File: src/clkbuf_cfg_pkg.sv
/*
 Shared constants and carrier types for the clock buffer configuration byte bank.
 Assumes one core clock domain and an SMBus byte engine that hands over decoded bytes.
*/
package clkbuf_cfg_pkg;

    // ------------------------------------------------------------------
    // Byte offsets
    // ------------------------------------------------------------------
    localparam logic [7:0] OFS_PLL_AMP    = 8'h01;
    localparam logic [7:0] OFS_SLEW       = 8'h02;
    localparam logic [7:0] OFS_FREQ       = 8'h03;
    localparam logic [7:0] OFS_RSVD       = 8'h04;
    localparam logic [7:0] OFS_REV_MAKER  = 8'h05;
    localparam logic [7:0] OFS_TYPE_PART  = 8'h06;
    localparam logic [7:0] OFS_RD_LEN     = 8'h07;

    // ------------------------------------------------------------------
    // Reset values, writable masks, fixed read values
    // ------------------------------------------------------------------
    localparam logic [7:0] RST_PLL_AMP    = 8'h06;
    localparam logic [7:0] WMASK_PLL_AMP  = 8'h3B;
    localparam logic [7:0] FIX_PLL_AMP    = 8'h04;
    localparam logic [7:0] RST_SLEW       = 8'hFF;
    localparam logic [7:0] WMASK_SLEW     = 8'hFF;
    localparam logic [7:0] RST_FREQ       = 8'hC7;
    localparam logic [7:0] WMASK_FREQ     = 8'h39;
    localparam logic [7:0] FIX_FREQ       = 8'hC6;
    localparam logic [7:0] RSVD_VALUE     = 8'hFF;
    localparam logic [7:0] RST_RD_LEN     = 8'h08;
    localparam logic [7:0] WMASK_RD_LEN   = 8'h1F;
    localparam logic [7:0] UNMAPPED_VALUE = 8'h00;
    localparam logic [7:0] NO_DATA_VALUE  = 8'hFF;

    // ------------------------------------------------------------------
    // Field positions
    // ------------------------------------------------------------------
    localparam int PLL_RB_HI   = 7;
    localparam int PLL_RB_LO   = 6;
    localparam int PLL_SW_SEL  = 5;
    localparam int PLL_SW_HI   = 4;
    localparam int PLL_SW_LO   = 3;
    localparam int AMP_HI      = 1;
    localparam int AMP_LO      = 0;
    localparam int FSEL_EN     = 5;
    localparam int FCODE_HI    = 4;
    localparam int FCODE_LO    = 3;
    localparam int FB_SLEW     = 0;

    // ------------------------------------------------------------------
    // Timing
    // ------------------------------------------------------------------
    localparam logic [1:0] STRAP_SETTLE_CYC = 2'h3;

    // ------------------------------------------------------------------
    // Types
    // ------------------------------------------------------------------
    typedef enum logic [2:0] {
        OP_NONE,
        OP_INDEX,
        OP_WRITE,
        OP_READ_START,
        OP_READ,
        OP_STOP
    } op_type;

    typedef enum logic [2:0] {
        PH_IDLE,
        PH_WR_COUNT,
        PH_WR_DATA,
        PH_RD_COUNT,
        PH_RD_DATA
    } phase_type;

    typedef struct packed {
        logic       valid;
        op_type     op;
        logic [7:0] data;
    } req_type;

    typedef struct packed {
        logic       valid;
        logic       ack;
        logic [7:0] data;
    } rsp_type;

    typedef struct packed {
        logic [1:0] pll_mode;
        logic [1:0] amplitude;
        logic [7:0] out_edge_rate;
        logic       fb_edge_rate;
        logic       freq_change_en;
        logic [1:0] freq_code;
    } ctrl_type;

endpackage

File: src/strap_sync.sv
/*
 Two flip-flop synchroniser for a group of static pin levels.
 Assumes the inputs change rarely and need no coherence between bits.
*/
`timescale 1ns/100ps
module strap_sync #(
    parameter int W = 2
) (
    // Clock and reset
    input  wire logic         core_clk,
    input  wire logic         rst_n,
    // Pin side and synchronised side
    input  wire logic [W-1:0] pin_in,
    output logic      [W-1:0] sync_out
);
    typedef struct packed {
        logic [W-1:0] meta;
        logic [W-1:0] stable;
    } sync_state_type;

    sync_state_type st_r;
    sync_state_type st_nxt;

    always_comb
    begin
        st_nxt        = st_r;
        st_nxt.meta   = pin_in;
        st_nxt.stable = st_r.meta;
    end

    always_ff @(posedge core_clk or negedge rst_n)
    begin
        if (!rst_n)
            st_r <= '0;
        else
            st_r <= st_nxt;
    end

    assign sync_out = st_r.stable;
endmodule // strap_sync

File: src/cfg_byte_reg.sv
/*
 One configuration byte with a writable mask; bits outside the mask read from ro_bits.
 Assumes the caller decodes the write strobe and supplies fixed or live read-only bits.
*/
`timescale 1ns/100ps
module cfg_byte_reg #(
    parameter logic [7:0] RESET = 8'h00,
    parameter logic [7:0] WMASK = 8'hFF
) (
    // Clock and reset
    input  wire logic       core_clk,
    input  wire logic       rst_n,
    // Write side
    input  wire logic       we,
    input  wire logic [7:0] wdata,
    // Read side
    input  wire logic [7:0] ro_bits,
    output logic      [7:0] q
);
    typedef struct packed {
        logic [7:0] val;
    } byte_state_type;

    byte_state_type st_r;
    byte_state_type st_nxt;

    always_comb
    begin
        st_nxt = st_r;
        // Only masked bits take writes, the rest keep their reset value
        if (we)
            st_nxt.val = (wdata & WMASK) | (st_r.val & ~WMASK);
    end

    always_ff @(posedge core_clk or negedge rst_n)
    begin
        if (!rst_n)
            st_r <= RESET;
        else
            st_r <= st_nxt;
    end

    assign q = (st_r.val & WMASK) | (ro_bits & ~WMASK);
endmodule // cfg_byte_reg

File: src/clock_buffer_cfg_bank.sv
/*
 Configuration and identification byte bank of an eight-output clock buffer.
 Assumes an SMBus byte engine on core_clk that decodes start, address and stop
 and passes index, data, read-request and stop events one cycle at a time.
*/
// What this block does
// - Strap-latched PLL mode reads back in byte1[7:6]
// - Software-select bit picks strap or software mode
// - Software mode bits ignored unless select set
// - Byte1[1:0] selects output amplitude, reset 10
// - Byte2 bit n sets output n edge rate
// - Byte3 bit0 sets feedback edge rate
// - Frequency change only when byte3 bit5 set
// - Frequency code ignored unless enable set
// - Byte4 reserved, always reads all ones
// - Byte5 holds revision and maker codes
// - Byte6 holds product type and part codes
// - Byte7[4:0] sets the count byte of a block read, default 8; data bytes continue until stop
// - Block read returns count then data bytes
`timescale 1ns/100ps
module clock_buffer_cfg_bank #(
    // Arbitrary identification values
    parameter logic [3:0] REVISION_CODE = 4'h3,
    parameter logic [3:0] MAKER_CODE    = 4'h5,
    parameter logic [1:0] PRODUCT_TYPE  = 2'h3,
    parameter logic [5:0] PART_CODE     = 6'h15
) (
    // Clock and reset
    input  wire logic                    core_clk,
    input  wire logic                    rst_n,
    // Strap pins
    input  wire logic [1:0]              strap_pll_mode,
    // Byte engine side
    input  wire clkbuf_cfg_pkg::req_type bus_req,
    output clkbuf_cfg_pkg::rsp_type      bus_rsp,
    // Analog and PLL controls
    output clkbuf_cfg_pkg::ctrl_type     ctrl,
    output logic                         strap_latched
);
    // ------------------------------------------------------------------
    // State
    // ------------------------------------------------------------------
    typedef struct packed {
        clkbuf_cfg_pkg::phase_type phase;
        logic [7:0]                ptr;
        logic [7:0]                remain;
        clkbuf_cfg_pkg::rsp_type   rsp;
        clkbuf_cfg_pkg::ctrl_type  ctrl;
        logic [1:0]                strap_val;
        logic                      strap_done;
        logic [1:0]                strap_wait;
    } bank_state_type;

    bank_state_type st_r;
    bank_state_type st_nxt;

    logic [1:0] strap_sync_val;
    logic [7:0] b1_q;
    logic [7:0] b2_q;
    logic [7:0] b3_q;
    logic [7:0] b7_q;
    logic       wr_hit;
    logic       rd_hit;
    logic [7:0] rd_byte;

    // ------------------------------------------------------------------
    // Strap input and byte registers
    // ------------------------------------------------------------------
    strap_sync #(.W(2)) u_strap_sync (
        .core_clk (core_clk),
        .rst_n    (rst_n),
        .pin_in   (strap_pll_mode),
        .sync_out (strap_sync_val)
    );

    // A data byte is accepted only inside the count the host announced
    assign wr_hit = bus_req.valid && (bus_req.op == clkbuf_cfg_pkg::OP_WRITE)
                    && (st_r.phase == clkbuf_cfg_pkg::PH_WR_DATA)
                    && (st_r.remain != 8'h00);
    assign rd_hit = bus_req.valid && (bus_req.op == clkbuf_cfg_pkg::OP_READ);

    // Readback bits are live from the latch, never from the write path
    cfg_byte_reg #(
        .RESET (clkbuf_cfg_pkg::RST_PLL_AMP),
        .WMASK (clkbuf_cfg_pkg::WMASK_PLL_AMP)
    ) u_b1 (
        .core_clk (core_clk),
        .rst_n    (rst_n),
        .we       (wr_hit && (st_r.ptr == clkbuf_cfg_pkg::OFS_PLL_AMP)),
        .wdata    (bus_req.data),
        .ro_bits  ({st_r.strap_val, 6'h00} | clkbuf_cfg_pkg::FIX_PLL_AMP),
        .q        (b1_q)
    );

    cfg_byte_reg #(
        .RESET (clkbuf_cfg_pkg::RST_SLEW),
        .WMASK (clkbuf_cfg_pkg::WMASK_SLEW)
    ) u_b2 (
        .core_clk (core_clk),
        .rst_n    (rst_n),
        .we       (wr_hit && (st_r.ptr == clkbuf_cfg_pkg::OFS_SLEW)),
        .wdata    (bus_req.data),
        .ro_bits  (8'h00),
        .q        (b2_q)
    );

    cfg_byte_reg #(
        .RESET (clkbuf_cfg_pkg::RST_FREQ),
        .WMASK (clkbuf_cfg_pkg::WMASK_FREQ)
    ) u_b3 (
        .core_clk (core_clk),
        .rst_n    (rst_n),
        .we       (wr_hit && (st_r.ptr == clkbuf_cfg_pkg::OFS_FREQ)),
        .wdata    (bus_req.data),
        .ro_bits  (clkbuf_cfg_pkg::FIX_FREQ),
        .q        (b3_q)
    );

    cfg_byte_reg #(
        .RESET (clkbuf_cfg_pkg::RST_RD_LEN),
        .WMASK (clkbuf_cfg_pkg::WMASK_RD_LEN)
    ) u_b7 (
        .core_clk (core_clk),
        .rst_n    (rst_n),
        .we       (wr_hit && (st_r.ptr == clkbuf_cfg_pkg::OFS_RD_LEN)),
        .wdata    (bus_req.data),
        .ro_bits  (8'h00),
        .q        (b7_q)
    );

    // ------------------------------------------------------------------
    // Read mux
    // ------------------------------------------------------------------
    always_comb
    begin
        unique case (st_r.ptr)
            clkbuf_cfg_pkg::OFS_PLL_AMP:   rd_byte = b1_q;
            clkbuf_cfg_pkg::OFS_SLEW:      rd_byte = b2_q;
            clkbuf_cfg_pkg::OFS_FREQ:      rd_byte = b3_q;
            clkbuf_cfg_pkg::OFS_RSVD:      rd_byte = clkbuf_cfg_pkg::RSVD_VALUE;
            clkbuf_cfg_pkg::OFS_REV_MAKER: rd_byte = {REVISION_CODE, MAKER_CODE};
            clkbuf_cfg_pkg::OFS_TYPE_PART: rd_byte = {PRODUCT_TYPE, PART_CODE};
            clkbuf_cfg_pkg::OFS_RD_LEN:    rd_byte = b7_q;
            default:                       rd_byte = clkbuf_cfg_pkg::UNMAPPED_VALUE;
        endcase
    end

    // ------------------------------------------------------------------
    // Sequencer and control outputs
    // ------------------------------------------------------------------
    always_comb
    begin
        st_nxt           = st_r;
        st_nxt.rsp.valid = 1'b0;
        st_nxt.rsp.ack   = 1'b0;

        // Strap is caught once, after the synchroniser has settled
        if (!st_r.strap_done)
        begin
            if (st_r.strap_wait == clkbuf_cfg_pkg::STRAP_SETTLE_CYC)
            begin
                st_nxt.strap_val  = strap_sync_val;
                st_nxt.strap_done = 1'b1;
            end
            else
                st_nxt.strap_wait = st_r.strap_wait + 2'h1;
        end

        if (bus_req.valid)
        begin
            unique case (bus_req.op)
                clkbuf_cfg_pkg::OP_INDEX:
                begin
                    st_nxt.ptr       = bus_req.data;
                    st_nxt.phase     = clkbuf_cfg_pkg::PH_WR_COUNT;
                    st_nxt.rsp.valid = 1'b1;
                    st_nxt.rsp.ack   = 1'b1;
                end
                clkbuf_cfg_pkg::OP_WRITE:
                begin
                    st_nxt.rsp.valid = 1'b1;
                    if (st_r.phase == clkbuf_cfg_pkg::PH_WR_COUNT)
                    begin
                        st_nxt.remain  = bus_req.data;
                        st_nxt.phase   = clkbuf_cfg_pkg::PH_WR_DATA;
                        st_nxt.rsp.ack = 1'b1;
                    end
                    else if (wr_hit)
                    begin
                        st_nxt.ptr     = st_r.ptr + 8'h01;
                        st_nxt.remain  = st_r.remain - 8'h01;
                        st_nxt.rsp.ack = 1'b1;
                    end
                end
                clkbuf_cfg_pkg::OP_READ_START:
                begin
                    st_nxt.phase     = clkbuf_cfg_pkg::PH_RD_COUNT;
                    st_nxt.rsp.valid = 1'b1;
                    st_nxt.rsp.ack   = 1'b1;
                end
                clkbuf_cfg_pkg::OP_READ:
                begin
                    st_nxt.rsp.valid = 1'b1;
                    st_nxt.rsp.data  = clkbuf_cfg_pkg::NO_DATA_VALUE;
                    if (st_r.phase == clkbuf_cfg_pkg::PH_RD_COUNT)
                    begin
                        // Count goes first, the data bytes follow
                        st_nxt.rsp.data = b7_q;
                        st_nxt.rsp.ack  = 1'b1;
                        st_nxt.phase    = clkbuf_cfg_pkg::PH_RD_DATA;
                    end
                    else if (st_r.phase == clkbuf_cfg_pkg::PH_RD_DATA)
                    begin
                        st_nxt.rsp.data = rd_byte;
                        st_nxt.rsp.ack  = 1'b1;
                        st_nxt.ptr      = st_r.ptr + 8'h01;
                    end
                end
                clkbuf_cfg_pkg::OP_STOP:
                    st_nxt.phase = clkbuf_cfg_pkg::PH_IDLE;
                default:
                    st_nxt.phase = st_r.phase;
            endcase
        end

        // Strap mode unless software select is set
        st_nxt.ctrl.pll_mode       = b1_q[clkbuf_cfg_pkg::PLL_SW_SEL]
                                     ? b1_q[clkbuf_cfg_pkg::PLL_SW_HI:clkbuf_cfg_pkg::PLL_SW_LO]
                                     : b1_q[clkbuf_cfg_pkg::PLL_RB_HI:clkbuf_cfg_pkg::PLL_RB_LO];
        st_nxt.ctrl.amplitude      = b1_q[clkbuf_cfg_pkg::AMP_HI:clkbuf_cfg_pkg::AMP_LO];
        st_nxt.ctrl.out_edge_rate  = b2_q;
        st_nxt.ctrl.fb_edge_rate   = b3_q[clkbuf_cfg_pkg::FB_SLEW];
        st_nxt.ctrl.freq_change_en = b3_q[clkbuf_cfg_pkg::FSEL_EN];
        // Code is held at zero while disabled so the PLL never sees a stale value
        st_nxt.ctrl.freq_code      = b3_q[clkbuf_cfg_pkg::FSEL_EN]
                                     ? b3_q[clkbuf_cfg_pkg::FCODE_HI:clkbuf_cfg_pkg::FCODE_LO]
                                     : 2'h0;
    end

    always_ff @(posedge core_clk or negedge rst_n)
    begin
        if (!rst_n)
        begin
            st_r                     <= '0;
            st_r.phase               <= clkbuf_cfg_pkg::PH_IDLE;
            st_r.ctrl.amplitude      <= clkbuf_cfg_pkg::RST_PLL_AMP[1:0];
            st_r.ctrl.out_edge_rate  <= clkbuf_cfg_pkg::RST_SLEW;
            st_r.ctrl.fb_edge_rate   <= clkbuf_cfg_pkg::RST_FREQ[0];
        end
        else
            st_r <= st_nxt;
    end

    assign bus_rsp       = st_r.rsp;
    assign ctrl          = st_r.ctrl;
    assign strap_latched = st_r.strap_done;
endmodule // clock_buffer_cfg_bank

File: config.mk
export PLATFORM = sky130hd
export DESIGN_NAME = clock_buffer_cfg_bank
export DESIGN_NICKNAME = d
export VERILOG_FILES = /design/src/clkbuf_cfg_pkg.sv /design/src/strap_sync.sv /design/src/cfg_byte_reg.sv /design/src/clock_buffer_cfg_bank.sv
export SDC_FILE = /design/constraint.sdc
export NUM_CORES = 1
export LEC_CHECK = 0
export BUFFER_PORTS_ARGS = -buffer_cell sky130_fd_sc_hd__buf_2
export CAP_MARGIN = 40
export CORE_ASPECT_RATIO = 0.75
export CORE_MARGIN = 1
export CORE_UTILIZATION = 45
export DETAILED_ROUTE_END_ITERATION = 16
export GPL_ROUTABILITY_DRIVEN = 0
export HOLD_SLACK_MARGIN = 0.15
export SLEW_MARGIN = 20
export SYNTH_ARGS = -nofsm -noshare
export SYNTH_HDL_FRONTEND = slang
export SYNTH_HIERARCHICAL = 1
export SYNTH_SLANG_ARGS = --single-unit
File: constraint.sdc
create_clock -name core_clk -period 2.8 [get_ports core_clk]
set_input_delay 0 -clock core_clk [delete_from_list [all_inputs] [get_ports core_clk]]
set_output_delay 0 -clock core_clk [all_outputs]
set_load 0.01 [all_outputs]
==> flow_metrics.py <==
metrics = {
    "finish": {
        "fin_cells": 540,
        "nNetsFinal": 430,
        "diodes": 0,
        "syn_to_final_growth_pct": 12.66,
        "drive_gt1_share_pct": 30.83,
    },
    "synthesis": {
        "synth_top_area_cell": "dfrtp_1",
        "synthSimpleGateAreaFrac_pct": 13.44,
        "synthMostInstantiatedCell": "dfrtp_1",
        "synth_top_family_by_area": "compound AO/OA/AOI/OAI gates",
        "synth_area_um2": 4189,
        "synth_edf_count": 0,
        "yosys_warnings": 6,
        "synth_compound_area_share_pct": 17.26,
        "syn_avg_cell_area_um2": 10.82,
        "synth_cells": 387,
        "async_flop_share_pct": 100.0,
        "ys_dominant_reg_cell": "dfrtp_1",
        "synth_mux_area_share_pct": 10.22,
        "ys_ff_latch": 76,
        "synth_cell_type_count": 69,
        "yosys-top-cells-count": "55 x dfrtp_1, 39 x buf_4, 22 x nand2_1",
        "synth-adder-area-share_pct": 2.091,
        "yosysSeqAreaShare_pct": 46.03,
        "synth_area_leaders": "dfrtp_1 33%, dfstp_2 13%, buf_4 7.0%",
        "synth-xor-area-share_pct": 0.5974,
        "yosys.area.top_type_share_pct": 32.86,
    },
    "routing": {
        "ant_nets": 0,
        "drc_errors": 0,
        "vias": 2996,
        "viasPerCell": 5.548,
        "wl_mm": 9.538,
        "drt_iter0_markers": 238,
        "first_pass_iters": 4,
        "wl_per_cell_um": 17.66,
    },
    "clocking": {
        "clkLatencyLatePin_ns": 0.34,
        "ctsResizeCount": 0,
        "cts_sinks": 76,
        "clkTransAtPathRegs_ns": 0.06,
        "postCtsSetupBuffers": 0,
        "h-tree-depth": 3,
        "cts_root_buffer": "clkbuf_16",
        "holdBufCountCts": 13,
        "cts_buffers": 9,
        "clk_path_buf_depth": 2,
        "cts_tree": "built",
    },
    "global_route": {
        "grt.total_usage_pct": 21.49,
        "antenna_found_initial": 0,
        "grt_pass1_wl_mm": 15.64,
        "grt_max_degree": 46,
        "grt_overflow": 0,
        "grt_pass1_vias": 2822,
    },
    "sta": {
        "skew_ns": 0.007953,
        "setup_viol": 0,
        "worstMarginPinSlew_ns": 0.7222,
        "setup-tns-final_ns": 0,
        "fin_crit_sh_pct": 83.37,
        "drv_slew": 0,
        "rsz0062_at_grt": "false",
        "maxSlewHeadroom_pct": 51.41,
        "max_freq_mhz": 428.4,
        "finalHoldViolations": 0,
        "min_period_ns": 2.334,
    },
    "setup_path": {
        "crit_chain": "or4_4 > nor2_4 > nor4b_2 > and2_1 > mux2_4",
        "end_kind": "flip-flop",
        "critPathMaxFanout": 8,
        "worstSetupStartpointType": "flip-flop",
        "worstRegToRegCells": 5,
        "r2r_setup_slack_ns": 0.47,
        "cp.required_ns": 3.06,
        "worst_path_largest_cell_delay_ns": 0.57,
        "slowest_stage": "or4_4",
        "crit_type": "reg2reg",
        "arrival_ns": 2.59,
    },
    "place": {
        "io_buffer_count": 42,
        "dp.cells": 511,
        "hpwl_mm": 6.681,
    },
    "floorplanning": {
        "fp.dieH_um": 85.56,
        "die_x_um": 113.4,
        "die_area_um2": 9703,
        "rows": 30,
        "coreArea_um2": 9046,
        "io_pins": 43,
        "start_util_pct": 46.31,
    },
    "power_and_ir_drop": {
        "totalPowerFinal_mw": 3.370,
        "peakVddDrop_mv": 0.3117,
        "p_leak_nw": 2.057,
        "power.density_nw_per_um2": 714.1,
    },
    "flow_run": {
        "maxCapViolations": 0,
    },
    "run_status": {
        "status": "finished, final reports clean",
    },
    "hold_path": {
        "hold_path.class": "in2async",
    },
}
==> flip-flops by register name, indices dropped and copies added (netlist names), 4 cells and up <==
signal     cells
u_b1/st_r      5
u_b7/st_r      5
u_b3/st_r      4
u_b2/q         8
bus_rsp       10
ctrl          16
st_r          23
==> metal layers <==
metal,share of wire (%),global-route usage (%),routed length (um),up-vias
li1,-,-,-,1423
met1,52,32.84,4987,1464
met2,40,28.56,3822,97
met3,6.3,5.936,601,12
met4,1.3,8.014,127,0
met5,0,0,0,-
==> where the power goes <==
part	switching (mW)	leakage [nW]	internal [mW]
Sequential	0.110	0.879	1.21
Clock	0.445	0.159	0.828
Combinational	0.474	1.02	0.303
==> worst max-delay path: cells and delay by family (launching register included) <==
family,cells,cell delay [ns]
flip-flops,1,0.44
multiplexers,1,0.35
AND/OR/NAND/NOR,4,1.48
==> final cells by class <==
type	instances	area, um2
clock inverter	4	72.57
tap	128	160.2
clock buffer	12	256.5
fill	829	4327
multi-input combinational	248	1857
sequential	76	1928
timing repair buffer	62	407.9
inverter	10	37.54
==> kinds of logic after synthesis <==
kind of cell,after synthesis
compound gates,98
simple gates,97
xor+xnor,2
fa+ha+maj,7
other cells,2
buf+inv,69
mux,36
flops,76
==> per-stage QoR <==
step,worst slack (ns),hold WS [ns],util (%),instance area [um2]
finish,0.4656,0.1474,52.17,4720
floorplan,0.6542,-0.2956,-,4212
CTS,0.4665,0.1649,52.17,4720
global placement,0.5520,0.1096,46.87,4240
global route,0.3585,0.1957,52.17,4720
detailed placement,0.4847,-0.01992,47.10,4260
==> cells in the final DEF (no fill, tap or decap), drive strengths merged, types with 3 or more instances in the layout <==
cell and n:
a222oi 5, a211oi 3, inv 10, a21oi 21, nor4b 3, a22o 3
dfstp 21, nor3b 5, a32oi 5, nor4 3, o211ai 10, conb 8
nand3 15, a22oi 5, dlygate4sd3 13, buf 49, clkbuf 12, nand2 23
nor2 21, nor3 4, and2 7, a2bb2oi 3, o21ai 9, nand4 4
dfrtp 55, mux2i 6, mux2 30, o22ai 4, o31ai 8, ha 7
a211o 3
==> path summary, 6_finish.rpt <==
path,start,end
hold / removal,rst_n,st_r[33]
max in group asynchronous,rst_n,u_b2/q[5]
setup / recovery,st_r[44],u_b2/q[5]
hold reg to reg,u_strap_sync/st_nxt[0],u_strap_sync/sync_out[0]
setup reg to reg,st_r[44],u_b2/q[5]
min in group core_clk,bus_req[9],st_r[48]
Note: power is estimated with default switching activity, not from simulation.
